File: src/core/fsp_pkg.sv
// package: register map, pin timing and status bit positions for the flash status poller
package fsp_pkg;
  localparam int ADDR_W = 22;
  localparam int DATA_W = 16;
  // own avalon register word offsets (byte address = 4 * index)
  localparam logic [3:0] REG_CTRL = 4'h0;
  localparam logic [3:0] REG_ADDR = 4'h1;
  localparam logic [3:0] REG_WDATA = 4'h2;
  localparam logic [3:0] REG_STATUS = 4'h3;
  localparam logic [3:0] REG_RDATA = 4'h4;
  localparam logic [3:0] REG_SAMPLE = 4'h5;
  // ctrl command codes (write data bits 2:0)
  localparam logic [2:0] CMD_READ = 3'h1;
  localparam logic [2:0] CMD_WRITE = 3'h2;
  localparam logic [2:0] CMD_POLL = 3'h3;
  localparam logic [2:0] CMD_RESET = 3'h4;
  localparam int CTRL_CE_STYLE = 3;
  // device status bit positions on the data bus
  localparam int POLLING_BIT = 7;
  localparam int GLOBAL_TOGGLE_BIT = 6;
  localparam int TIMEOUT_FAIL_FLAG = 5;
  localparam int ERASE_WINDOW_TIMER_BIT = 3;
  localparam int SECTOR_TOGGLE_BIT = 2;
  // reset command word written to any address
  localparam logic [15:0] RESET_CMD = 16'h00F0;
  // pin timing in ns and derived cycles at 8 ns
  localparam int CLK_NS = 8;
  localparam int T_ACC_NS = 70;
  localparam int T_WP_NS = 40;
  localparam int T_HIGH_NS = 25;
  localparam int ACC_CYC = (T_ACC_NS + CLK_NS - 1) / CLK_NS;
  localparam int WP_CYC = (T_WP_NS + CLK_NS - 1) / CLK_NS;
  localparam int HIGH_CYC = (T_HIGH_NS + CLK_NS - 1) / CLK_NS;
  // poll verdicts
  localparam logic [1:0] RES_DONE = 2'h0;
  localparam logic [1:0] RES_FAIL = 2'h1;
  localparam logic [1:0] RES_BUSY = 2'h2;
  typedef enum logic [3:0] {
    ST_IDLE = 4'b0000,
    ST_SETUP = 4'b0001,
    ST_STROBE = 4'b0011,
    ST_GAP = 4'b0010,
    ST_DECIDE = 4'b0110,
    ST_DONE = 4'b0111
  } fsp_state_type;
endpackage

File: src/core/fsp_poller.sv
// flash status poller: avalon-mm slave driving the flash pins and running toggle-bit polling
//
// Chosen here: the register offsets and the Avalon-MM slave port.
`timescale 1ns/1ps
// What the document says about the device and the host
// RULE_01: device flips the sector toggle on reads inside erasing sectors.
// RULE_02: sector toggle is valid after the last write strobe rises.
// RULE_03: toggle reads may be framed by output enable or chip enable.
// RULE_04: sector toggle cannot tell erase from suspend; global toggle can.
// RULE_05: polling opens with two back-to-back reads compared on the toggle bit.
// RULE_06: no toggle means finished; next read gives array data.
// RULE_07: toggling with timeout high: recheck; still toggling means failed, send reset.
// RULE_08: toggling with timeout low: keep polling, or restart from first step.
// RULE_09: device raises timeout flag when pulse limit exceeded.
// RULE_10: programming 0 to 1 fails and raises timeout flag.
// RULE_11: after a timeout failure the host writes the reset command.
// RULE_12: erase timer bit is 0 in acceptance window, 1 after.
// RULE_13: each extra sector erase restarts the window; not for chip erase.
// RULE_14: timer 1 means only erase suspend is accepted.
// RULE_15: host confirms acceptance, then samples erase timer around extra erases.
// RULE_16: embedded erase status pattern on polling, toggles, timer and ready.
// RULE_17: erase-suspend-read status at suspended sectors; data elsewhere.
// RULE_18: status reads must address the busy bank.
// RULE_19: host presents a valid program or erase address for status.
// RULE_20: global toggle flips every read while busy, stops when done.
// RULE_21: polling bit is complement of written data until done.
module fsp_poller (
  input wire logic clock,
  input wire logic rst,
  input wire logic [3:0] avs_address,
  input wire logic avs_read,
  input wire logic avs_write,
  input wire logic [31:0] avs_writedata,
  output logic [31:0] avs_readdata,
  output logic avs_waitrequest,
  output logic [fsp_pkg::ADDR_W-1:0] flash_addr,
  output logic flash_ce_n,
  output logic flash_oe_n,
  output logic flash_we_n,
  input wire logic [fsp_pkg::DATA_W-1:0] flash_dq_in,
  output logic [fsp_pkg::DATA_W-1:0] flash_dq_out,
  output logic flash_dq_oe,
  input wire logic ready_busy_n
);
  fsp_pkg::fsp_state_type state_q;
  logic [2:0] cmd_q;
  logic ce_style_q;
  logic [fsp_pkg::ADDR_W-1:0] addr_q;
  logic [15:0] wdata_q;
  logic [15:0] rdata_q;
  logic [15:0] first_q;
  logic [15:0] dq_s1_q;
  logic [15:0] dq_s2_q;
  logic rb_s1_q;
  logic rb_s2_q;
  logic [3:0] cnt_q;
  logic [1:0] nreads_q;
  logic recheck_q;
  logic busy_q;
  logic [1:0] result_q;
  logic done_q;
  logic wr_ctrl;

  function automatic logic toggled(input logic [15:0] a, input logic [15:0] b);
    toggled = a[fsp_pkg::GLOBAL_TOGGLE_BIT] ^ b[fsp_pkg::GLOBAL_TOGGLE_BIT];
  endfunction

  ////////////////////////////////////////////////////////////////////////
  // pin synchronisers
  // ready input resets high, the level its pull-up leaves on an idle pin
  always_ff @(posedge clock or posedge rst) begin
    if (rst) begin
      dq_s1_q <= 16'h0000;
      dq_s2_q <= 16'h0000;
      rb_s1_q <= 1'b1;
      rb_s2_q <= 1'b1;
    end else begin
      dq_s1_q <= flash_dq_in;
      dq_s2_q <= dq_s1_q;
      rb_s1_q <= ready_busy_n;
      rb_s2_q <= rb_s1_q;
    end
  end

  ////////////////////////////////////////////////////////////////////////
  // avalon slave, single-cycle wait then answer
  assign wr_ctrl = avs_write && !avs_waitrequest && avs_address == fsp_pkg::REG_CTRL && !busy_q;

  always_ff @(posedge clock or posedge rst) begin
    if (rst) begin
      avs_waitrequest <= 1'b1;
      avs_readdata <= 32'h0000_0000;
    end else begin
      avs_waitrequest <= !((avs_read || avs_write) && avs_waitrequest);
      if (avs_read && avs_waitrequest) begin
        case (avs_address)
          fsp_pkg::REG_CTRL: avs_readdata <= {28'h000_0000, ce_style_q, cmd_q};
          fsp_pkg::REG_ADDR: avs_readdata <= {10'h000, addr_q};
          fsp_pkg::REG_WDATA: avs_readdata <= {16'h0000, wdata_q};
          fsp_pkg::REG_STATUS: avs_readdata <= {27'h000_0000, rb_s2_q, done_q, result_q, busy_q};
          // raw status words stay readable, so software can watch the erase timer around extra erases
          fsp_pkg::REG_RDATA: avs_readdata <= {16'h0000, rdata_q}; // [RULE_15]
          fsp_pkg::REG_SAMPLE: avs_readdata <= {16'h0000, first_q}; // [RULE_15]
          default: avs_readdata <= 32'h0000_0000;
        endcase
      end
    end
  end

  always_ff @(posedge clock or posedge rst) begin
    if (rst) begin
      addr_q <= '0;
      wdata_q <= 16'h0000;
      ce_style_q <= 1'b0;
      cmd_q <= 3'h0;
    // a busy sequencer keeps its address, data and command
    end else if (avs_write && !avs_waitrequest && !busy_q) begin
      case (avs_address)
        fsp_pkg::REG_ADDR: addr_q <= avs_writedata[fsp_pkg::ADDR_W-1:0]; // [RULE_18] [RULE_19]
        fsp_pkg::REG_WDATA: wdata_q <= avs_writedata[15:0];
        fsp_pkg::REG_CTRL: begin
          cmd_q <= avs_writedata[2:0];
          ce_style_q <= avs_writedata[fsp_pkg::CTRL_CE_STYLE];
        end
        default: ;
      endcase
    end
  end

  ////////////////////////////////////////////////////////////////////////
  // pin sequencer and toggle-bit polling
  always_ff @(posedge clock or posedge rst) begin
    if (rst) begin
      state_q <= fsp_pkg::ST_IDLE;
      busy_q <= 1'b0;
      done_q <= 1'b0;
      result_q <= fsp_pkg::RES_DONE;
      cnt_q <= 4'h0;
      nreads_q <= 2'h0;
      recheck_q <= 1'b0;
      first_q <= 16'h0000;
      rdata_q <= 16'h0000;
      flash_addr <= '0;
      flash_ce_n <= 1'b1;
      flash_oe_n <= 1'b1;
      flash_we_n <= 1'b1;
      flash_dq_out <= 16'h0000;
      flash_dq_oe <= 1'b0;
    end else begin
      case (state_q)
        fsp_pkg::ST_IDLE: begin
          if (wr_ctrl && avs_writedata[2:0] != 3'h0) begin
            busy_q <= 1'b1;
            done_q <= 1'b0;
            nreads_q <= 2'h0; // polling always restarts from its first read [RULE_08]
            recheck_q <= 1'b0;
            flash_addr <= addr_q;
            flash_dq_out <= (avs_writedata[2:0] == fsp_pkg::CMD_RESET) ? fsp_pkg::RESET_CMD : wdata_q; // [RULE_11]
            flash_dq_oe <= avs_writedata[2:0] == fsp_pkg::CMD_WRITE || avs_writedata[2:0] == fsp_pkg::CMD_RESET;
            cnt_q <= 4'h0;
            state_q <= fsp_pkg::ST_SETUP;
          end
        end
        fsp_pkg::ST_SETUP: begin
          flash_ce_n <= 1'b0;
          if (flash_dq_oe) begin
            flash_we_n <= 1'b0;
          end else begin
            flash_oe_n <= 1'b0;
          end
          state_q <= fsp_pkg::ST_STROBE;
        end
        fsp_pkg::ST_STROBE: begin
          cnt_q <= cnt_q + 4'h1;
          // two sync stages added to the access time
          if (flash_dq_oe ? cnt_q >= 4'(fsp_pkg::WP_CYC) : cnt_q >= 4'(fsp_pkg::ACC_CYC + 2)) begin
            flash_we_n <= 1'b1;
            flash_oe_n <= 1'b1;
            flash_ce_n <= ce_style_q ? 1'b1 : flash_ce_n; // [RULE_03]
            rdata_q <= dq_s2_q;
            cnt_q <= 4'h0;
            state_q <= fsp_pkg::ST_GAP;
          end
        end
        fsp_pkg::ST_GAP: begin
          flash_ce_n <= 1'b1;
          cnt_q <= cnt_q + 4'h1;
          if (cnt_q >= 4'(fsp_pkg::HIGH_CYC)) begin
            cnt_q <= 4'h0;
            state_q <= (cmd_q == fsp_pkg::CMD_POLL) ? fsp_pkg::ST_DECIDE : fsp_pkg::ST_DONE;
          end
        end
        fsp_pkg::ST_DECIDE: begin
          // first_q holds the read just before the one in rdata_q
          state_q <= fsp_pkg::ST_SETUP;
          first_q <= rdata_q;
          if (nreads_q == 2'h0) begin
            nreads_q <= 2'h1; // [RULE_05]
          end else if (!toggled(first_q, rdata_q)) begin
            result_q <= fsp_pkg::RES_DONE; // [RULE_06] [RULE_07]
            state_q <= fsp_pkg::ST_DONE;
          end else if (recheck_q) begin
            result_q <= fsp_pkg::RES_FAIL; // software then issues the reset command [RULE_07] [RULE_11]
            state_q <= fsp_pkg::ST_DONE;
          end else if (rdata_q[fsp_pkg::TIMEOUT_FAIL_FLAG]) begin
            recheck_q <= 1'b1; // [RULE_07]
          end else begin
            result_q <= fsp_pkg::RES_BUSY; // hand back; next poll restarts [RULE_08]
            state_q <= fsp_pkg::ST_DONE;
          end
        end
        fsp_pkg::ST_DONE: begin
          busy_q <= 1'b0;
          done_q <= 1'b1;
          flash_dq_oe <= 1'b0;
          state_q <= fsp_pkg::ST_IDLE;
        end
        default: state_q <= fsp_pkg::ST_IDLE;
      endcase
    end
  end
endmodule

File: config.mk
export PLATFORM = sky130hd
export DESIGN_NAME = fsp_poller
export DESIGN_NICKNAME = d
export VERILOG_FILES = /design/src/core/fsp_pkg.sv /design/src/core/fsp_poller.sv
export SDC_FILE = /design/constraint.sdc
export NUM_CORES = 1
export LEC_CHECK = 0
export CAP_MARGIN = 30
export CORE_MARGIN = 2
export CORE_UTILIZATION = 63
export CTS_CLUSTER_SIZE = 25
export DETAILED_ROUTE_END_ITERATION = 10
export DONT_BUFFER_PORTS = 1
export PLACE_DENSITY_LB_ADDON = 0.3
export SETUP_SLACK_MARGIN = 0.3
export SKIP_CTS_REPAIR_TIMING = 1
export SLEW_MARGIN = 20
export SYNTH_ARGS = -nofsm -noshare
export SYNTH_HDL_FRONTEND = slang
export SYNTH_SLANG_ARGS = --single-unit
File: constraint.sdc
create_clock -name clock -period 5.7 [get_ports clock]
set_input_delay 0 -clock clock [delete_from_list [all_inputs] [get_ports clock]]
set_output_delay 0 -clock clock [all_outputs]
set_load 0.02 [all_outputs]
==> results.sh, run 1 <==
export IMPL_grt_pass1_wl_um=24300
export IMPL_grt_setup_unrepaired="false"
export IMPL_final_common_cell="dfrtp_1"
export IMPL_grt_start_max_net_pins=103
export IMPL_grt_usage=0.249
export IMPL_ys_top_cells_by_area="dfrtp_1 (60%), nand2_1 (8.4%), mux2_2 (5.4%)"
export IMPL_antenna_found_initial=1
export IMPL_wl_per_cell_um=19.4
export IMPL_drc=0
export IMPL_wl_um=16200
export IMPL_die_width_um=113
export IMPL_num_rows=39
export IMPL_area_delta_synth_final_pct=15.3
export IMPL_die_area_um2=12800
export IMPL_outcome="finished with violations"
export IMPL_numCtsBuffers=17
export IMPL_stdcell_count=835
export IMPL_ys_seq_area_frac=0.619
export IMPL_drtIter0Drc=596
export IMPL_clock_latency_ns=0.43
export IMPL_hp_class="in -> reg"
export IMPL_hpwl_um=10300
export IMPL_gp_congestion=0.900
export IMPL_fin_nets=738
export IMPL_final_max_slew_viol_count=0
export IMPL_crit_type="reg -> reg"
export IMPL_path_cells="nand2_1 > buf_4 > a211o_1 > o221ai_1 > dlygate4sd3_1"
export IMPL_fin_crit_ns=2.38
export IMPL_chipHeight_um=113
export IMPL_end_kind="register"
export IMPL_io_buffers=0
export IMPL_dp_worst_setup_slack_ns=3.42
export IMPL_p_leak_uw=0.00427
export IMPL_worst_slack_ns=3.32
export IMPL_crit_required_ns=6.07
export IMPL_cap_violations=0
export IMPL_setup_tns_ns=0
export IMPL_path_clk_slew_ns=0.06
export IMPL_syn_area_um2=7530
export IMPL_avgSynthCellArea_um2=11.9
export IMPL_worst_pin_slew_ns=0.828
export IMPL_synth_top_area_share=0.598
export IMPL_synth_largest_area_cell="dfrtp_1"
export IMPL_num_vias=5064
export IMPL_violations="hold timing"
export IMPL_synthCells=635
export IMPL_synth_edf_count=0
export IMPL_synth_async_reset_ratio=1.00
export IMPL_antenna_left=0
export IMPL_design_core_area_um2=11600
export IMPL_vias_per_cell=6.06
export IMPL_clock_sinks=186
export IMPL_yosys_warnings=0
export IMPL_critPathMaxStageDelay_ns=0.62
export IMPL_cts_root_buf="clkbuf_16"
export IMPL_final_cell_mix="dfrtp_1 (180), nand2_1 (169), dlygate4sd3_1 (50), mux2_2 (36), a22oi_1 (26)"
export IMPL_grt_pass1_vias=4703
export IMPL_power_density_nw_per_um2=406
export IMPL_ios=132
export IMPL_max_vdd_ir_drop_v=0.000301
export IMPL_max_slew_margin=0.448
export IMPL_setup_viol=0
export IMPL_synth_cell_types=53
export IMPL_synth_seq_cells=186
export IMPL_first_pass_iters=6
export IMPL_dp_cells=751
export IMPL_cp_slowest_cell="dfstp_2"
export IMPL_h_tree_depth=4
export IMPL_cts_tree="done"
export IMPL_skew_ns=0.00648
export IMPL_critPathMaxFanout=30
export IMPL_overflow=0
export IMPL_drive_above_1_share=0.155
export IMPL_holdWs_ns=-0.0201
export IMPL_synth_flop_cell="dfrtp_1"
export IMPL_fin_crit_sh=0.418
export IMPL_initial_core_util=0.651
export IMPL_hold_viol=3
export IMPL_r2r_setup_slack_ns=3.32
export IMPL_clk_path_buf_depth=2
export IMPL_crit_path_start_kind="register"
export IMPL_fmax_mhz=420
export IMPL_critical_path_arrival_ns=2.75
-- layer usage --
| metal | part of all wire | vias to the layer above | routed length (um) | track usage |
|---|---|---|---|---|
| met5 | 0 | - | 0 | 0 |
| met4 | 0.026 | 0 | 425 | 0.105 |
| met3 | 0.080 | 42 | 1290 | 0.0771 |
| met2 | 0.48 | 244 | 7790 | 0.379 |
| met1 | 0.41 | 2522 | 6690 | 0.336 |
| li1 | - | 2256 | - | - |
-- worst max-delay path, delay by kind of cell (launching register included) --
family                 cells  cell delay, ns
AO/OA/AOI/OAI              2            0.80
buffers and inverters      2            0.81
flip-flops                 1            0.62
AND/OR/NAND/NOR            1            0.07
-- final timing paths --
check                                     startpoint                          end  cells after the start
min in group asynchronous                        rst       first_q[3]$_DFFE_PP0P_                      3
hold / removal                        avs_address[1]  avs_readdata[4]$_DFFE_PP0P_                      3
setup reg to reg           avs_waitrequest$_DFF_PP1_  avs_readdata[1]$_DFFE_PP0P_                      5
setup / recovery           avs_waitrequest$_DFF_PP1_  avs_readdata[1]$_DFFE_PP0P_                      5
hold reg to reg                dq_s1_q[13]$_DFF_PP0_        dq_s2_q[13]$_DFF_PP0_                      0
max in group asynchronous                        rst       rdata_q[6]$_DFFE_PP0P_                      3
-- logic make-up after synthesis --
| logic type | synth area share |
|---|---|
| adder cells (fa/ha/maj) | 0.00498 |
| XOR/XNOR | 0.00349 |
| AO/OA/AOI/OAI | 0.0885 |
| multiplexers | 0.106 |
| flip-flops | 0.619 |
| other | 0.000498 |
| AND/OR/NAND/NOR | 0.139 |
| buffers and inverters | 0.0394 |
-- where the power goes --
part | leakage [uW] | total (uW) | internal [uW] | switching [uW]
logic | 0.00162 | 551 | 281 | 271
registers | 0.00237 | 1830 | 1570 | 264
clock network | 0.000285 | 1140 | 680 | 464
total | 0.00427 | 3530 | 2530 | 998
-- state kept, by name, summed over array words and instances, names as in the netlist, 2 cells and up --
name and cells:
addr_q 22, avs_readdata 22, cmd_q 3, cnt_q 4, dq_s1_q 16, dq_s2_q 16, first_q 16, flash_addr 22
flash_dq_out 16, rdata_q 16, result_q 2, state_q 3, wdata_q 16
-- layout make-up --
cell class | count | area, um2
multi-input combinational | 404 | 2620
fill | 713 | 2880
timing repair buffer | 59 | 608
clock buffer | 25 | 485
clock inverter | 7 | 92.6
inverter | 10 | 42.5
sequential | 186 | 4660
antenna | 1 | 2.50
tap | 143 | 179
-- Yosys cell counts (2+ instances only) --
master,n
o221ai_1,4
and2_1,3
xor2_1,2
mux2_1,8
nand3_1,15
clkbuf_1,13
mux2_4,20
buf_6,4
dfrtp_1,180
a211o_1,2
nor2b_1,4
a222oi_1,4
buf_4,13
a21o_1,12
a32o_1,2
a31oi_1,3
nand3b_1,2
mux2_2,36
a21oi_1,18
nand4_1,2
ha_1,3
o21ai_0,12
a22oi_1,26
a21boi_0,3
and4_1,2
buf_1,2
nor4b_4,2
nand2_1,169
or3_1,3
nor2_1,8
buf_2,12
dfstp_2,6
nand2b_1,5
nor3_1,6
o31ai_1,2
inv_1,10
-- per-stage QoR --
stage	util	total power [uW]	cell area [um2]
6_report	0.751	3530	8690
5_1_grt	0.751	3690	8680
4_1_cts	0.705	3490	8160
3_5_place_dp	0.655	2350	7580
3_3_place_gp	0.653	2290	7550
2_1_floorplan	-	2200	7570
No activity file was read; power rests on OpenSTA's default activity.
==> inputs of run 2 (changes only) <==
--- a/config.mk
+++ b/config.mk
@@ -5,6 +5,7 @@
 export SDC_FILE = /design/constraint.sdc
 export NUM_CORES = 1
 export LEC_CHECK = 0
+export ABC_AREA = 1
 export CAP_MARGIN = 30
 export CORE_MARGIN = 2
 export CORE_UTILIZATION = 63
==> constraint.sdc (replaced) <==
create_clock -name clock -period 2.3 [get_ports clock]
set_input_delay 0 -clock clock [delete_from_list [all_inputs] [get_ports clock]]
set_output_delay 0 -clock clock [all_outputs]
set_load 0.02 [all_outputs]
==> results.sh, run 2 <==
export IMPL_io_buffers=0
export IMPL_grt_pass1_wl_um=26600
export IMPL_max_slew_margin=0.464
export IMPL_synth_top_area_share=0.593
export IMPL_outcome="finished with violations"
export IMPL_synthCells=833
export IMPL_synth_edf_count=0
export IMPL_drive_above_1_share=0.0766
export IMPL_clock_latency_ns=0.43
export IMPL_ys_top_cells_by_area="dfrtp_1 (59%), nand2_1 (14%), nand3_1 (6.4%)"
export IMPL_synth_cell_types=28
export IMPL_grt_start_max_net_pins=58
export IMPL_stdcell_count=1035
export IMPL_synth_flop_cell="dfrtp_1"
export IMPL_fin_crit_ns=1.95
export IMPL_cts_tree="done"
export IMPL_final_common_cell="nand2_1"
export IMPL_synth_commonest_cells="nand2_1 (274), dfrtp_1 (180), nand3_1 (97)"
export IMPL_dp_worst_setup_slack_ns=0.511
export IMPL_n_antenna_cell=0
export IMPL_crit_type="reg -> reg"
export IMPL_yosys_warnings=0
export IMPL_first_pass_iters=7
export IMPL_avgSynthCellArea_um2=9.11
export IMPL_p_total_uw=8360
export IMPL_final_cell_mix="nand2_1 (274), dfrtp_1 (180), nand3_1 (97), inv_1 (62), o21ai_0 (57)"
export IMPL_p_leak_uw=0.00444
export IMPL_worst_slack_ns=0.348
export IMPL_num_vias=5843
export IMPL_wl_per_cell_um=17.0
export IMPL_antenna_found_initial=0
export IMPL_fin_crit_sh=0.849
export IMPL_largestRegisters="addr_q (22), avs_readdata (22), flash_addr (22)"
export IMPL_holdWs_ns=-0.0251
export IMPL_hp_class="in -> reg"
export IMPL_syn_area_um2=7590
export IMPL_ios=132
export IMPL_synth_largest_area_cell="dfrtp_1"
export IMPL_die_width_um=114
export IMPL_critical_path_arrival_ns=2.28
export IMPL_grt_usage=0.270
export IMPL_hold_viol=6
export IMPL_clk_path_buf_depth=2
export IMPL_dp_cells=954
export IMPL_synth_async_reset_ratio=1.00
export IMPL_crit_required_ns=2.62
export IMPL_antenna_left=0
export IMPL_grt_setup_unrepaired="false"
export IMPL_overflow=0
export IMPL_area_delta_synth_final_pct=15.0
export IMPL_cap_violations=0
export IMPL_critPathMaxFanout=8
export IMPL_drtIter0Drc=586
export IMPL_ys_seq_area_frac=0.614
export IMPL_multi_input_area_um2=2450
export IMPL_worst_pin_slew_ns=0.802
export IMPL_grt_pass1_vias=5256
export IMPL_h_tree_depth=4
export IMPL_end_kind="register"
export IMPL_final_util=0.736
export IMPL_hpwl_um=11600
export IMPL_setup_viol=0
export IMPL_die_area_um2=12900
export IMPL_chipHeight_um=114
export IMPL_gp_congestion=0.923
export IMPL_nFillCells=827
export IMPL_wl_um=17600
export IMPL_num_rows=40
export IMPL_skew_ns=0.0126
export IMPL_drc=0
export IMPL_synth_most_common_cell="nand2_1"
export IMPL_max_vdd_ir_drop_v=0.000673
export IMPL_power_density_nw_per_um2=957
export IMPL_design_core_area_um2=11900
export IMPL_cts_root_buf="clkbuf_16"
export IMPL_fin_nets=935
export IMPL_synth_seq_cells=186
export IMPL_initial_core_util=0.640
export IMPL_fmax_mhz=512
export IMPL_clock_sinks=186
export IMPL_violations="hold timing"
export IMPL_vias_per_cell=5.65
export IMPL_crit_path_start_kind="register"
export IMPL_final_max_slew_viol_count=0
export IMPL_register_area_um2=4660
export IMPL_path_clk_slew_ns=0.07
export IMPL_numCtsBuffers=17
-- run 2: cell type report --
type / count / area share
Timing Repair Buffer: 63 / 0.0740
Inverter: 64 / 0.0280
Clock buffer: 20 / 0.0512
Tap cell: 147 / 0.0211
Multi-Input combinational cell: 543 / 0.281
Sequential cell: 186 / 0.534
Clock inverter: 12 / 0.0106
-- run 2: report_power, final --
group	internal [uW]	leakage (uW)	switching (uW)
combinational	460	0.00180	812
sequential	3840	0.00237	565
clock	1420	0.000266	1250
-- run 2: logic make-up (layout without fill, tap and decap cells) --
logic type	Yosys count	in the layout	share of synthesized area
compound gates	103	103	0.0712
xor+xnor	2	2	0.00231
fa+ha+maj	3	3	0.00495
buf+inv	113	159	0.0679
flops	186	186	0.614
other cells	1	10	0.000494
simple gates	425	425	0.239
-- run 2: per-layer routing --
layer / vias to the layer above / track usage / wire, um / share of wire
li1: 2733 / - / - / -
met1: 2771 / 0.363 / 7080 / 0.40
met2: 289 / 0.420 / 8490 / 0.48
met3: 50 / 0.0638 / 1330 / 0.076
met4: 0 / 0.130 / 681 / 0.039
met5: - / 0 / 0 / 0
-- run 2: final timing paths --
check | from | to | slack, ns | cells past startpoint
max in group asynchronous | rst | avs_waitrequest$_DFF_PP1_ | 1.32 | 3
max reg2reg | avs_waitrequest$_DFF_PP1_ | addr_q[20]$_DFFE_PP0P_ | 0.35 | 6
max | avs_waitrequest$_DFF_PP1_ | addr_q[20]$_DFFE_PP0P_ | 0.35 | 6
min in group asynchronous | rst | dq_s2_q[5]$_DFF_PP0_ | 0.20 | 2
min | avs_writedata[0] | busy_q$_DFFE_PP0P_ | -0.03 | 4
min reg2reg | dq_s1_q[10]$_DFF_PP0_ | dq_s2_q[10]$_DFF_PP0_ | 0.35 | 0
-- run 2: worst max-delay path, cell delays in order (launching register included) --
cell	delay [ns]
dfstp_2	0.63
nor2_1	0.06
nand2_1	0.17
inv_1	0.21
nand3_1	0.13
dlygate4sd3_1	0.58
nand2_1	0.07
-- run 2: per-stage QoR --
step                TNS (ns)  area (um2)
floorplan             -15.77        7630
CTS                        0        8240
global route               0        8730
detailed placement         0        7700
finish                     0        8730
global placement           0        7700
